--- config.mk ---
export PLATFORM = sky130hd
export DESIGN_NAME = keyscan_gpio
export DESIGN_NICKNAME = d
export VERILOG_FILES = /design/src/keyscan_pkg.sv /design/src/keyscan_gpio.sv
export SDC_FILE = /design/constraint.sdc
export NUM_CORES = 2
export LEC_CHECK = 0
export BUFFER_PORTS_ARGS = -buffer_cell sky130_fd_sc_hd__buf_2
export CORE_ASPECT_RATIO = 0.75
export CORE_MARGIN = 2
export CORE_UTILIZATION = 30
export DETAILED_ROUTE_END_ITERATION = 16
export GPL_TIMING_DRIVEN = 0
export SLEW_MARGIN = 20
export SYNTH_ARGS = -nofsm -noshare
export SYNTH_HDL_FRONTEND = slang
export SYNTH_SLANG_ARGS = --single-unit
export TNS_END_PERCENT = 5
--- constraint.sdc ---
create_clock -name i_clk_sys -period 11.5 [get_ports i_clk_sys]
set_clock_uncertainty 0.2 [all_clocks]
set_input_delay 2.3 -clock i_clk_sys [delete_from_list [all_inputs] [get_ports i_clk_sys]]
set_output_delay 2.3 -clock i_clk_sys [all_outputs]
set_load 0.05 [all_outputs]
--- src/keyscan_pkg.sv ---
/*
  Shared constants and types for the keypad matrix scanner with general
  purpose pins. Assumes a 250 MHz system clock and a simple register port.
*/
package keyscan_pkg;

  // ****************************************************************
  // clock and timing
  // ****************************************************************
  localparam int SYS_CLK_HZ     = 250_000_000;
  localparam int CLK_PER_US     = SYS_CLK_HZ / 1_000_000;
  localparam int SCAN_PERIOD_US = 4000;
  localparam int SCAN_PERIOD_CYC = SCAN_PERIOD_US * CLK_PER_US;
  localparam int SETTLE_NS      = 2000;
  localparam int SETTLE_CYC     = (SETTLE_NS * CLK_PER_US + 999) / 1000;

  // ****************************************************************
  // pin map
  // ****************************************************************
  localparam int NUM_ROWS = 8;
  localparam int NUM_COLS = 12;
  localparam int COL_BASE = 8;
  localparam int CFG2_PIN = 20;
  localparam int NUM_PINS = 21;
  localparam int SPECIAL_COL = 12;
  localparam int MIN_SIZE = 3;
  localparam int ROT_COLS = 9;
  localparam int FIFO_DEPTH = 15;

  // ****************************************************************
  // register offsets
  // ****************************************************************
  localparam logic [3:0] ADDR_KEY_SIZE = 4'h0;
  localparam logic [3:0] ADDR_DEBOUNCE = 4'h1;
  localparam logic [3:0] ADDR_ACTIVE   = 4'h2;
  localparam logic [3:0] ADDR_CFG      = 4'h3;
  localparam logic [3:0] ADDR_DIR      = 4'h4;
  localparam logic [3:0] ADDR_STATE    = 4'h5;
  localparam logic [3:0] ADDR_PULL     = 4'h6;
  localparam logic [3:0] ADDR_FIFO     = 4'h7;
  localparam logic [3:0] ADDR_STATUS   = 4'h8;

  // ****************************************************************
  // fields and reset values
  // ****************************************************************
  localparam int KS_ROW_LSB  = 4;
  localparam int CFG_ROT_EN  = 0;
  localparam int CFG_MUX_EN  = 1;
  localparam int CFG_PWM_EN  = 2;
  localparam int CFG_ERR_IRQ = 3;
  localparam logic [7:0]  KEY_SIZE_RST = 8'h33;
  localparam logic [7:0]  DEBOUNCE_RST = 8'h03;
  localparam logic [7:0]  ACTIVE_RST   = 8'h7D;
  localparam logic [3:0]  CFG_RST      = 4'h8;
  localparam logic [20:0] GPIO_RST     = 21'h000000;
  localparam logic [3:0]  SPECIAL_NIBBLE = 4'hF;
  localparam logic [7:0]  END_CODE     = 8'h00;

  // ****************************************************************
  // types
  // ****************************************************************
  typedef struct packed {
    logic        wr;
    logic        rd;
    logic [3:0]  addr;
    logic [23:0] wdata;
  } bus_req_t;

  typedef struct packed {
    logic [20:0] out;
    logic [20:0] oe;
    logic [20:0] pu;
    logic [20:0] pd;
  } pad_ctl_t;

  typedef enum logic [2:0] {
    ST_HALT    = 3'b000,
    ST_IDLE    = 3'b001,
    ST_SPECIAL = 3'b010,
    ST_COL     = 3'b011,
    ST_EVAL    = 3'b100,
    ST_ENC     = 3'b101
  } scan_state_t;

endpackage : keyscan_pkg

--- src/keyscan_gpio.sv ---
/*
  Keypad matrix scanner: column drive, row sampling, debounce, event
  encoding into a 15 entry queue, interrupt, halt on inactivity, and
  general purpose pin control for pins the keypad does not use, except pins 17 to 19 in rotation mode and pin 20 with mux or PWM on.
  Assumes pin inputs and register strobes are synchronous to i_clk_sys.
*/
// Design decisions made here: the address-and-strobe port and the register addresses.
`timescale 1ns/1ns
module keyscan_gpio
  import keyscan_pkg::*;
#(
  parameter int SCAN_CYC = SCAN_PERIOD_CYC
) (
  input  wire logic               i_clk_sys,
  input  wire logic               i_rst_n,
  input  wire bus_req_t           i_bus,
  output logic        [23:0]      o_rd_data,
  input  wire logic   [20:0]      i_pin,
  input  wire logic               i_cfg2_alt,
  output pad_ctl_t                o_pad,
  output logic                    o_irq,
  output logic                    o_halted
);

  // ****************************************************************
  // helpers
  // ****************************************************************
  function automatic logic [3:0] clamp(input logic [3:0] v,
                                       input logic [3:0] hi);
    if (v < 4'(MIN_SIZE)) return 4'(MIN_SIZE);
    else if (v > hi) return hi;
    else return v;
  endfunction : clamp

  function automatic logic two_or_more(input logic [11:0] v);
    return (v & (v - 12'h001)) != 12'h000;
  endfunction : two_or_more

  function automatic logic [3:0] ptr_inc(input logic [3:0] p);
    return (p == 4'(FIFO_DEPTH - 1)) ? 4'h0 : p + 4'h1;
  endfunction : ptr_inc

  // ****************************************************************
  // registers
  // ****************************************************************
  logic [7:0]  key_size;
  logic [7:0]  debounce;
  logic [7:0]  active;
  logic [3:0]  cfg;
  logic [20:0] dir;
  logic [20:0] lvl;
  logic [20:0] pull;
  logic        err;
  logic        ovf;
  logic        irq_evt;

  logic wr_hit;
  logic rd_fifo;
  logic rd_stat;
  assign wr_hit  = i_bus.wr;
  assign rd_fifo = i_bus.rd && i_bus.addr == ADDR_FIFO;
  assign rd_stat = i_bus.rd && i_bus.addr == ADDR_STATUS;

  always_ff @(posedge i_clk_sys or negedge i_rst_n) begin
    if (!i_rst_n) begin
      key_size <= KEY_SIZE_RST;
      debounce <= DEBOUNCE_RST;
      active   <= ACTIVE_RST;
      cfg      <= CFG_RST;
      dir      <= GPIO_RST;
      lvl      <= GPIO_RST;
      pull     <= GPIO_RST;
    end else if (wr_hit) begin
      case (i_bus.addr)
        ADDR_KEY_SIZE: key_size <= i_bus.wdata[7:0];
        ADDR_DEBOUNCE: begin
          if (i_bus.wdata[7:0] != 8'h00)
            debounce <= i_bus.wdata[7:0];
        end
        ADDR_ACTIVE:   active <= i_bus.wdata[7:0];
        ADDR_CFG:      cfg    <= i_bus.wdata[3:0];
        ADDR_DIR:      dir    <= i_bus.wdata[20:0];
        ADDR_STATE:    lvl    <= i_bus.wdata[20:0];
        ADDR_PULL:     pull   <= i_bus.wdata[20:0];
        default: ;
      endcase
    end
  end

  // ****************************************************************
  // keypad geometry
  // ****************************************************************
  logic [3:0] n_rows;
  logic [3:0] n_cols;
  assign n_rows = clamp(key_size[7:KS_ROW_LSB], 4'(NUM_ROWS));
  assign n_cols = clamp(key_size[3:0],
                        cfg[CFG_ROT_EN] ? 4'(ROT_COLS)
                                        : 4'(NUM_COLS));

  // ****************************************************************
  // scan timing
  // ****************************************************************
  scan_state_t st;
  logic [19:0] tick_cnt;
  logic        tick;
  logic [9:0]  settle;
  logic        settled;
  logic [3:0]  col;
  logic [2:0]  enc_r;
  logic [3:0]  enc_c;
  logic [7:0]  pend_cnt;
  logic [7:0]  act_cnt;

  assign tick    = tick_cnt == 20'(SCAN_CYC - 1);
  assign settled = settle == 10'(SETTLE_CYC - 1);

  always_ff @(posedge i_clk_sys or negedge i_rst_n) begin
    if (!i_rst_n)
      tick_cnt <= 20'h00000;
    else if (tick)
      tick_cnt <= 20'h00000;
    else
      tick_cnt <= tick_cnt + 20'h00001;
  end

  // ****************************************************************
  // sampled key images; column SPECIAL_COL holds special keys
  // ****************************************************************
  logic [7:0][12:0] snap;
  logic [7:0][12:0] stable;
  logic [7:0][12:0] pend;
  logic [7:0]       row_low;
  logic             diff;
  logic             ambig;
  logic [7:0]       row_multi;
  logic [11:0]      col_multi;
  logic             enc_diff;
  logic             enc_last;

  always_comb begin
    for (int r = 0; r < NUM_ROWS; r++)
      row_low[r] = !i_pin[r] && (3'(r) <= 3'(n_rows - 4'h1));
  end

  always_comb begin
    logic [7:0] cv;
    cv = 8'h00;
    for (int r = 0; r < NUM_ROWS; r++)
      row_multi[r] = two_or_more(snap[r][11:0]);
    for (int c = 0; c < NUM_COLS; c++) begin
      for (int r = 0; r < NUM_ROWS; r++)
        cv[r] = snap[r][c];
      col_multi[c] = two_or_more({4'h0, cv});
    end
    ambig = 1'b0;
    for (int r = 0; r < NUM_ROWS; r++)
      for (int c = 0; c < NUM_COLS; c++)
        if (snap[r][c] && row_multi[r] && col_multi[c])
          ambig = 1'b1;
  end

  assign diff     = snap != stable;
  assign enc_diff = snap[enc_r][enc_c] != stable[enc_r][enc_c];
  assign enc_last = enc_r == 3'(NUM_ROWS - 1) && enc_c == 4'(SPECIAL_COL);

  // ****************************************************************
  // scan state machine
  // ****************************************************************
  always_ff @(posedge i_clk_sys or negedge i_rst_n) begin
    if (!i_rst_n) begin
      st       <= ST_IDLE;
      settle   <= 10'h000;
      col      <= 4'h0;
      enc_r    <= 3'h0;
      enc_c    <= 4'h0;
      pend_cnt <= 8'h00;
      act_cnt  <= 8'h00;
      snap     <= '0;
      stable   <= '0;
      pend     <= '0;
    end else begin
      case (st)
        ST_HALT: begin
          if (row_low != 8'h00 || wr_hit) begin
            st      <= ST_IDLE;
            act_cnt <= 8'h00;
          end
        end
        ST_IDLE: begin
          settle <= 10'h000;
          if (tick)
            st <= ST_SPECIAL;
        end
        ST_SPECIAL: begin
          settle <= settle + 10'h001;
          if (settled) begin
            for (int r = 0; r < NUM_ROWS; r++)
              snap[r][SPECIAL_COL] <= row_low[r];
            settle <= 10'h000;
            col    <= 4'h0;
            st     <= ST_COL;
          end
        end
        ST_COL: begin
          settle <= settle + 10'h001;
          if (settled) begin
            for (int r = 0; r < NUM_ROWS; r++)
              snap[r][col] <= row_low[r] && !snap[r][SPECIAL_COL];
            settle <= 10'h000;
            if (col == n_cols - 4'h1)
              st <= ST_EVAL;
            else
              col <= col + 4'h1;
          end
        end
        ST_EVAL: begin
          st <= ST_IDLE;
          if (!diff) begin
            pend_cnt <= 8'h00;
            pend     <= snap;
            act_cnt  <= act_cnt + 8'h01;
            if (active != 8'h00 && act_cnt + 8'h01 >= active)
              st <= ST_HALT;
          end else begin
            act_cnt <= 8'h00;
            if (ambig) begin
              pend_cnt <= 8'h00;
              pend     <= snap;
            end else if (snap != pend) begin
              pend     <= snap;
              pend_cnt <= 8'h00;
            end else if (pend_cnt + 8'h01 >= debounce) begin
              enc_r <= 3'h0;
              enc_c <= 4'h0;
              st    <= ST_ENC;
            end else begin
              pend_cnt <= pend_cnt + 8'h01;
            end
          end
        end
        ST_ENC: begin
          if (enc_diff)
            stable[enc_r][enc_c] <= snap[enc_r][enc_c];
          if (enc_c == 4'(SPECIAL_COL)) begin
            enc_c <= 4'h0;
            enc_r <= enc_r + 3'h1;
          end else begin
            enc_c <= enc_c + 4'h1;
          end
          if (enc_last) begin
            pend_cnt <= 8'h00;
            st       <= ST_IDLE;
          end
        end
        default: st <= ST_IDLE;
      endcase
    end
  end

  // ****************************************************************
  // event encoding
  // ****************************************************************
  logic       push;
  logic [7:0] code;
  assign push = st == ST_ENC && enc_diff;
  // press flag in bit 7 so rows 0 to 7 fill the rest of the upper nibble
  assign code = {snap[enc_r][enc_c], enc_r,
                 (enc_c == 4'(SPECIAL_COL)) ? SPECIAL_NIBBLE
                                            : enc_c + 4'h1};

  // ****************************************************************
  // event queue
  // ****************************************************************
  logic [7:0] mem [FIFO_DEPTH];
  logic [3:0] wr_ptr;
  logic [3:0] rd_ptr;
  logic [3:0] count;
  logic       returned;
  logic       pop;
  logic [3:0] cnt_after_pop;
  logic       full_now;
  logic       push_ok;
  logic [7:0] view;

  assign pop = returned && (push || rd_fifo) && count != 4'h0;
  assign cnt_after_pop = pop ? count - 4'h1 : count;
  assign full_now = cnt_after_pop == 4'(FIFO_DEPTH);
  assign push_ok  = push && !full_now;

  always_comb begin
    if (returned)
      view = (count >= 4'h2) ? mem[ptr_inc(rd_ptr)] : END_CODE;
    else
      view = (count != 4'h0) ? mem[rd_ptr] : END_CODE;
  end

  always_ff @(posedge i_clk_sys) begin
    if (push_ok)
      mem[wr_ptr] <= code;
  end

  always_ff @(posedge i_clk_sys or negedge i_rst_n) begin
    if (!i_rst_n) begin
      wr_ptr   <= 4'h0;
      rd_ptr   <= 4'h0;
      count    <= 4'h0;
      returned <= 1'b0;
    end else begin
      if (push_ok)
        wr_ptr <= ptr_inc(wr_ptr);
      if (pop)
        rd_ptr <= ptr_inc(rd_ptr);
      count <= cnt_after_pop + (push_ok ? 4'h1 : 4'h0);
      if (rd_fifo)
        returned <= view != END_CODE;
      else if (push)
        returned <= 1'b0;
    end
  end

  // ****************************************************************
  // status flags and interrupt
  // ****************************************************************
  always_ff @(posedge i_clk_sys or negedge i_rst_n) begin
    if (!i_rst_n) begin
      err     <= 1'b0;
      ovf     <= 1'b0;
      irq_evt <= 1'b0;
    end else begin
      if (st == ST_EVAL && diff && ambig)
        err <= 1'b1;
      else if (rd_stat)
        err <= 1'b0;
      if (push && full_now)
        ovf <= 1'b1;
      else if (rd_stat)
        ovf <= 1'b0;
      if (push_ok && count == 4'h0)
        irq_evt <= 1'b1;
      else if (rd_fifo)
        irq_evt <= 1'b0;
    end
  end

  assign o_irq    = irq_evt || (err && cfg[CFG_ERR_IRQ]);
  assign o_halted = st == ST_HALT;

  // ****************************************************************
  // read data
  // ****************************************************************
  always_ff @(posedge i_clk_sys or negedge i_rst_n) begin
    if (!i_rst_n) begin
      o_rd_data <= 24'h000000;
    end else if (i_bus.rd) begin
      case (i_bus.addr)
        ADDR_KEY_SIZE: o_rd_data <= {16'h0000, key_size};
        ADDR_DEBOUNCE: o_rd_data <= {16'h0000, debounce};
        ADDR_ACTIVE:   o_rd_data <= {16'h0000, active};
        ADDR_CFG:      o_rd_data <= {20'h00000, cfg};
        ADDR_DIR:      o_rd_data <= {3'h0, dir};
        ADDR_STATE:    o_rd_data <= {3'h0, lvl};
        ADDR_PULL:     o_rd_data <= {3'h0, pull};
        ADDR_FIFO:     o_rd_data <= {16'h0000, view};
        ADDR_STATUS:   o_rd_data <= {16'h0000, err, ovf,
                                     o_halted, 1'b0, count};
        default:       o_rd_data <= 24'h000000;
      endcase
    end else begin
      o_rd_data <= 24'h000000;
    end
  end

  // ****************************************************************
  // pad control
  // ****************************************************************
  pad_ctl_t next_pad;
  logic     scan_col_low;

  always_comb begin
    next_pad.oe  = dir;
    next_pad.out = lvl & dir;
    next_pad.pu  = ~dir & lvl & ~pull;
    next_pad.pd  = ~dir & lvl & pull;
    for (int r = 0; r < NUM_ROWS; r++) begin
      if (3'(r) <= 3'(n_rows - 4'h1)) begin
        next_pad.oe[r]  = 1'b0;
        next_pad.out[r] = 1'b0;
        next_pad.pu[r]  = 1'b1;
        next_pad.pd[r]  = 1'b0;
      end
    end
    for (int c = 0; c < NUM_COLS; c++) begin
      scan_col_low = st == ST_HALT || st == ST_IDLE
                  || st == ST_EVAL || st == ST_ENC
                  || (st == ST_COL && col == 4'(c));
      if (cfg[CFG_ROT_EN] && c >= ROT_COLS) begin
        next_pad.oe[COL_BASE + c]  = 1'b0;
        next_pad.out[COL_BASE + c] = 1'b0;
        next_pad.pu[COL_BASE + c]  = 1'b1;
        next_pad.pd[COL_BASE + c]  = 1'b0;
      end else if (4'(c) <= n_cols - 4'h1) begin
        next_pad.oe[COL_BASE + c]  = 1'b1;
        next_pad.out[COL_BASE + c] = !scan_col_low;
        next_pad.pu[COL_BASE + c]  = 1'b0;
        next_pad.pd[COL_BASE + c]  = 1'b0;
      end
    end
    if (cfg[CFG_MUX_EN] || cfg[CFG_PWM_EN]) begin
      next_pad.oe[CFG2_PIN]  = 1'b1;
      next_pad.out[CFG2_PIN] = i_cfg2_alt;
      next_pad.pu[CFG2_PIN]  = 1'b0;
      next_pad.pd[CFG2_PIN]  = 1'b0;
    end
  end

  always_ff @(posedge i_clk_sys or negedge i_rst_n) begin
    if (!i_rst_n)
      o_pad <= '0;
    else
      o_pad <= next_pad;
  end

endmodule : keyscan_gpio

==> out/metrics.csv <==
stage,metric,value,unit
sta,slew_violations,0,
sta,finalHoldViolations,0,
pwr,p_leak,17.5,nW
cells_and_area,fill_cells,12500,
cells_and_area,drive_above_1_share,0.185,
worst_setup_path,r2r_start,enc_r[2],
worst_setup_path,rr_worst_depth,16,
global_route,grt_use_total,0.229,
sta,fin_hold_ws,261,ps
clock_tree,clkLatencyLatePin,670,ps
logic_synthesis,synthCells,3649,
cells_and_area,nNetsFinal,3988,
logic_synthesis,synth.most_common_cell,dfrtp_1,
logic_synthesis,ys_seq_elements,702,
pwr,cellPowerDensity,197,mW/mm^2
sta,clock.fmax,0.136,GHz
worst_setup_path,crit_family,buffers and inverters,
logic_synthesis,synth.area.top_cells,"dfrtp_1, edfxtp_1, mux2_2",
placement,preCtsSetupSlack,4500,ps
routing,vias,31900,
hold_path,hp-class,reg2reg,
routing,routed_wl,150000,um
sta,fin_crit_sh,0.639,
cells_and_area,final_cell_area,0.0435,mm^2
global_route,antenna_found_initial,8,
clock_tree,cts_setup_buffers,0,
flow_run,maxCapViolCount,0,
worst_setup_path,crit_fanout,17,
placement,place_area,0.0410,mm^2
worst_setup_path,end_kind,register,
global_route,grt_pass1_vias,30000,
logic_synthesis,synth_top_area_frac,0.376,
logic_synthesis,avgSynthCellArea,10.4,um^2
clock_tree,cts_resized,0,
floorplanning,core_area,0.125,mm^2
routing,drcViolationCount,0,
clock_tree,ctsLongestPathBuffers,3,
clock_tree,clock-sinks,702,
clock_tree,cts_tree,yes,
floorplanning,num_rows,112,
worst_setup_path,rr_endpoint,mem[9][6],
sta,worst_pin_slew,1300,ps
worst_setup_path,timing.critical_path.slowest_stage_cell,dfrtp_1,
placement,port_buffers,139,
hold_path,hold_depth,1,
floorplanning,die_height,311,um
logic_synthesis,syn-cell-area,0.0378,mm^2
worst_setup_path,crit_type,reg2reg,
floorplanning,start_util,0.303,
global_route,overflow,0,
clock_tree,clkTransAtPathRegs,70,ps
worst_setup_path,required,11670,ps
pwr,ir_drop,0.129,mV
floorplanning,die_w,414,um
worst_setup_path,cp.arrival,7510,ps
clock_tree,cts_hold_buf,0,
worst_setup_path,cp_num_buf_inv,6,
cells_and_area,synthToLayoutAreaGrowth,15.1,%
logic_synthesis,ys_warn_count,0,
placement,gp_congestion,1.02,
routing,drt_first_pass_iters,6,
routing,vias_per_cell,5.69,
sta,final-setup-viol-count,0,
placement,place_hpwl,112000,um
routing,dr.first_iter.drc_count,4435,
global_route,grt_first_pass_wirelength,216000,um
logic_synthesis,async_flop_share,0.829,
logic_synthesis,synth_common_cells,"dfrtp_1, nand2_1, mux2_2",
global_route,grt_max_degree,97,
sta,rsz0062_at_grt,no,
logic_synthesis,synth_top_area_cell,dfrtp_1,
worst_setup_path,r2r_slack,4160,ps
clock_tree,cts_root_buffer,clkbuf_16,
routing,wl_per_cell,26.8,um
worst_setup_path,slowest_delay,800,ps
floorplanning,fp.dieArea,0.129,mm^2
sta,fin_crit,7340,ps
sta,max_slew_margin,0.133,
worst_setup_path,start_kind,register,
floorplanning,ioPinCount,164,
logic_synthesis,ys_seq_area_frac,0.481,
logic_synthesis,synth_edf_count,120,
cells_and_area,utilization,0.349,
run_status,run_status,completed,
clock_tree,htreeDepth,3,
sta,worst_slack,4160,ps
clock_tree,tritoncts.num_buffers,75,
worst_setup_path,crit_chain,"buf_2, buf_2, buf_2, buf_2, mux2i_1, o221ai_1, o2111ai_1, o31ai_1, a211oi_1, xor2_1, o21ai_2, mux2i_1, o21bai_1, clkbuf_1, nor3_2, buf_6",
logic_synthesis,synthFlopType,dfrtp_1,
hold_path,min_to,o_pad[37],
hold_path,hold_start,pull[16],
logic_synthesis,synth.lib_cells_used.distinct,91,
worst_setup_path,cpMostUsedCell,buf_2,
routing,postRouteAntennaNets,0,
==> sequential cells by signal, indices dropped and copies added, names as in the netlist, 8 cells and up <==
signal,count
o_rd_data,21
act_cnt,8
dir,21
pend_cnt,8
active,8
tick_cnt,20
stable,104
mem,120
lvl,21
key_size,8
settle,10
pend,104
debounce,8
snap,104
o_pad,82
pull,21
==> through the flow <==
step	setup TNS [ps]	total power, W	cells
after floorplan	0	0.00498	3653
after global placement	-2667150	0.00593	5445
after detailed placement	0	0.00600	5467
after CTS	0	0.00854	5600
after global routing	0	0.00891	5604
final	0	0.00858	5605
==> layout by cell type, fill, tap and decap left out, drive strengths merged, types with 28 or more instances in the layout <==
cell	n
buf	239
dfrtp	568
nor2b	39
a21oi	88
mux2i	69
ha	43
a22oi	28
nor3	60
nand3	74
or3	29
maj3	28
xnor2	97
mux4	55
and3	50
clkbuf	302
mux2	285
a31oi	29
edfxtp	120
nand2	458
xor2	133
nor2	232
nand2b	35
o21ai	279
nor4	62
inv	88
and2	37
nand4	41
==> layout make-up <==
cell class / count / area, um^2 / share of cell area
clock buffers: 102 / 2120 / 0.0488
repair buffers: 161 / 993 / 0.0228
well taps: 1653 / 2070 / 0.0476
plain buffers: 278 / 1170 / 0.0269
diodes: 5 / 12.5 / 0.000288
clock inverters: 31 / 387 / 0.00889
flip-flops and latches: 702 / 18200 / 0.418
inverters: 87 / 327 / 0.00751
multi-input cells: 2586 / 18200 / 0.419
==> worst max-delay path by stage <==
stage          startpoint   endpoint  cells past startpoint
4_1_cts          enc_r[1]  mem[4][7]                     15
5_1_grt          enc_r[2]  mem[9][7]                     16
6_report         enc_r[2]  mem[9][6]                     16
3_5_place_dp     enc_r[1]  mem[4][2]                     15
2_1_floorplan   i_bus[26]  mem[0][0]                     10
3_3_place_gp      i_rst_n  rd_ptr[1]                      1
==> layer usage <==
metal	vias to the layer above	track usage	wire length (um)	share of wire
met3	272	0.0768	18600	0.12
met5	-	0	23	0.00015
met4	4	0.0707	4820	0.032
met1	16200	0.338	65700	0.44
li1	13600	-	-	-
met2	1781	0.312	61200	0.41
==> where the power goes <==
part,internal [W],total (W),switching [W]
clock network,0.00146,0.00255,0.00109
logic,0.000893,0.00282,0.00193
registers,0.00293,0.00321,0.000274
==> cells by family (layout without fill, tap and decap cells) <==
logic type	Yosys count	after routing	synth area share
multiplexers	409	409	0.136
other	2	11	0.000199
flip-flops	702	702	0.481
buffers and inverters	365	659	0.0395
AO/OA/AOI/OAI	689	689	0.119
adder cells (fa/ha/maj)	71	71	0.0218
AND/OR/NAND/NOR	1181	1181	0.149
XOR/XNOR	230	230	0.0533
Note: power is estimated with default switching activity, not from simulation.
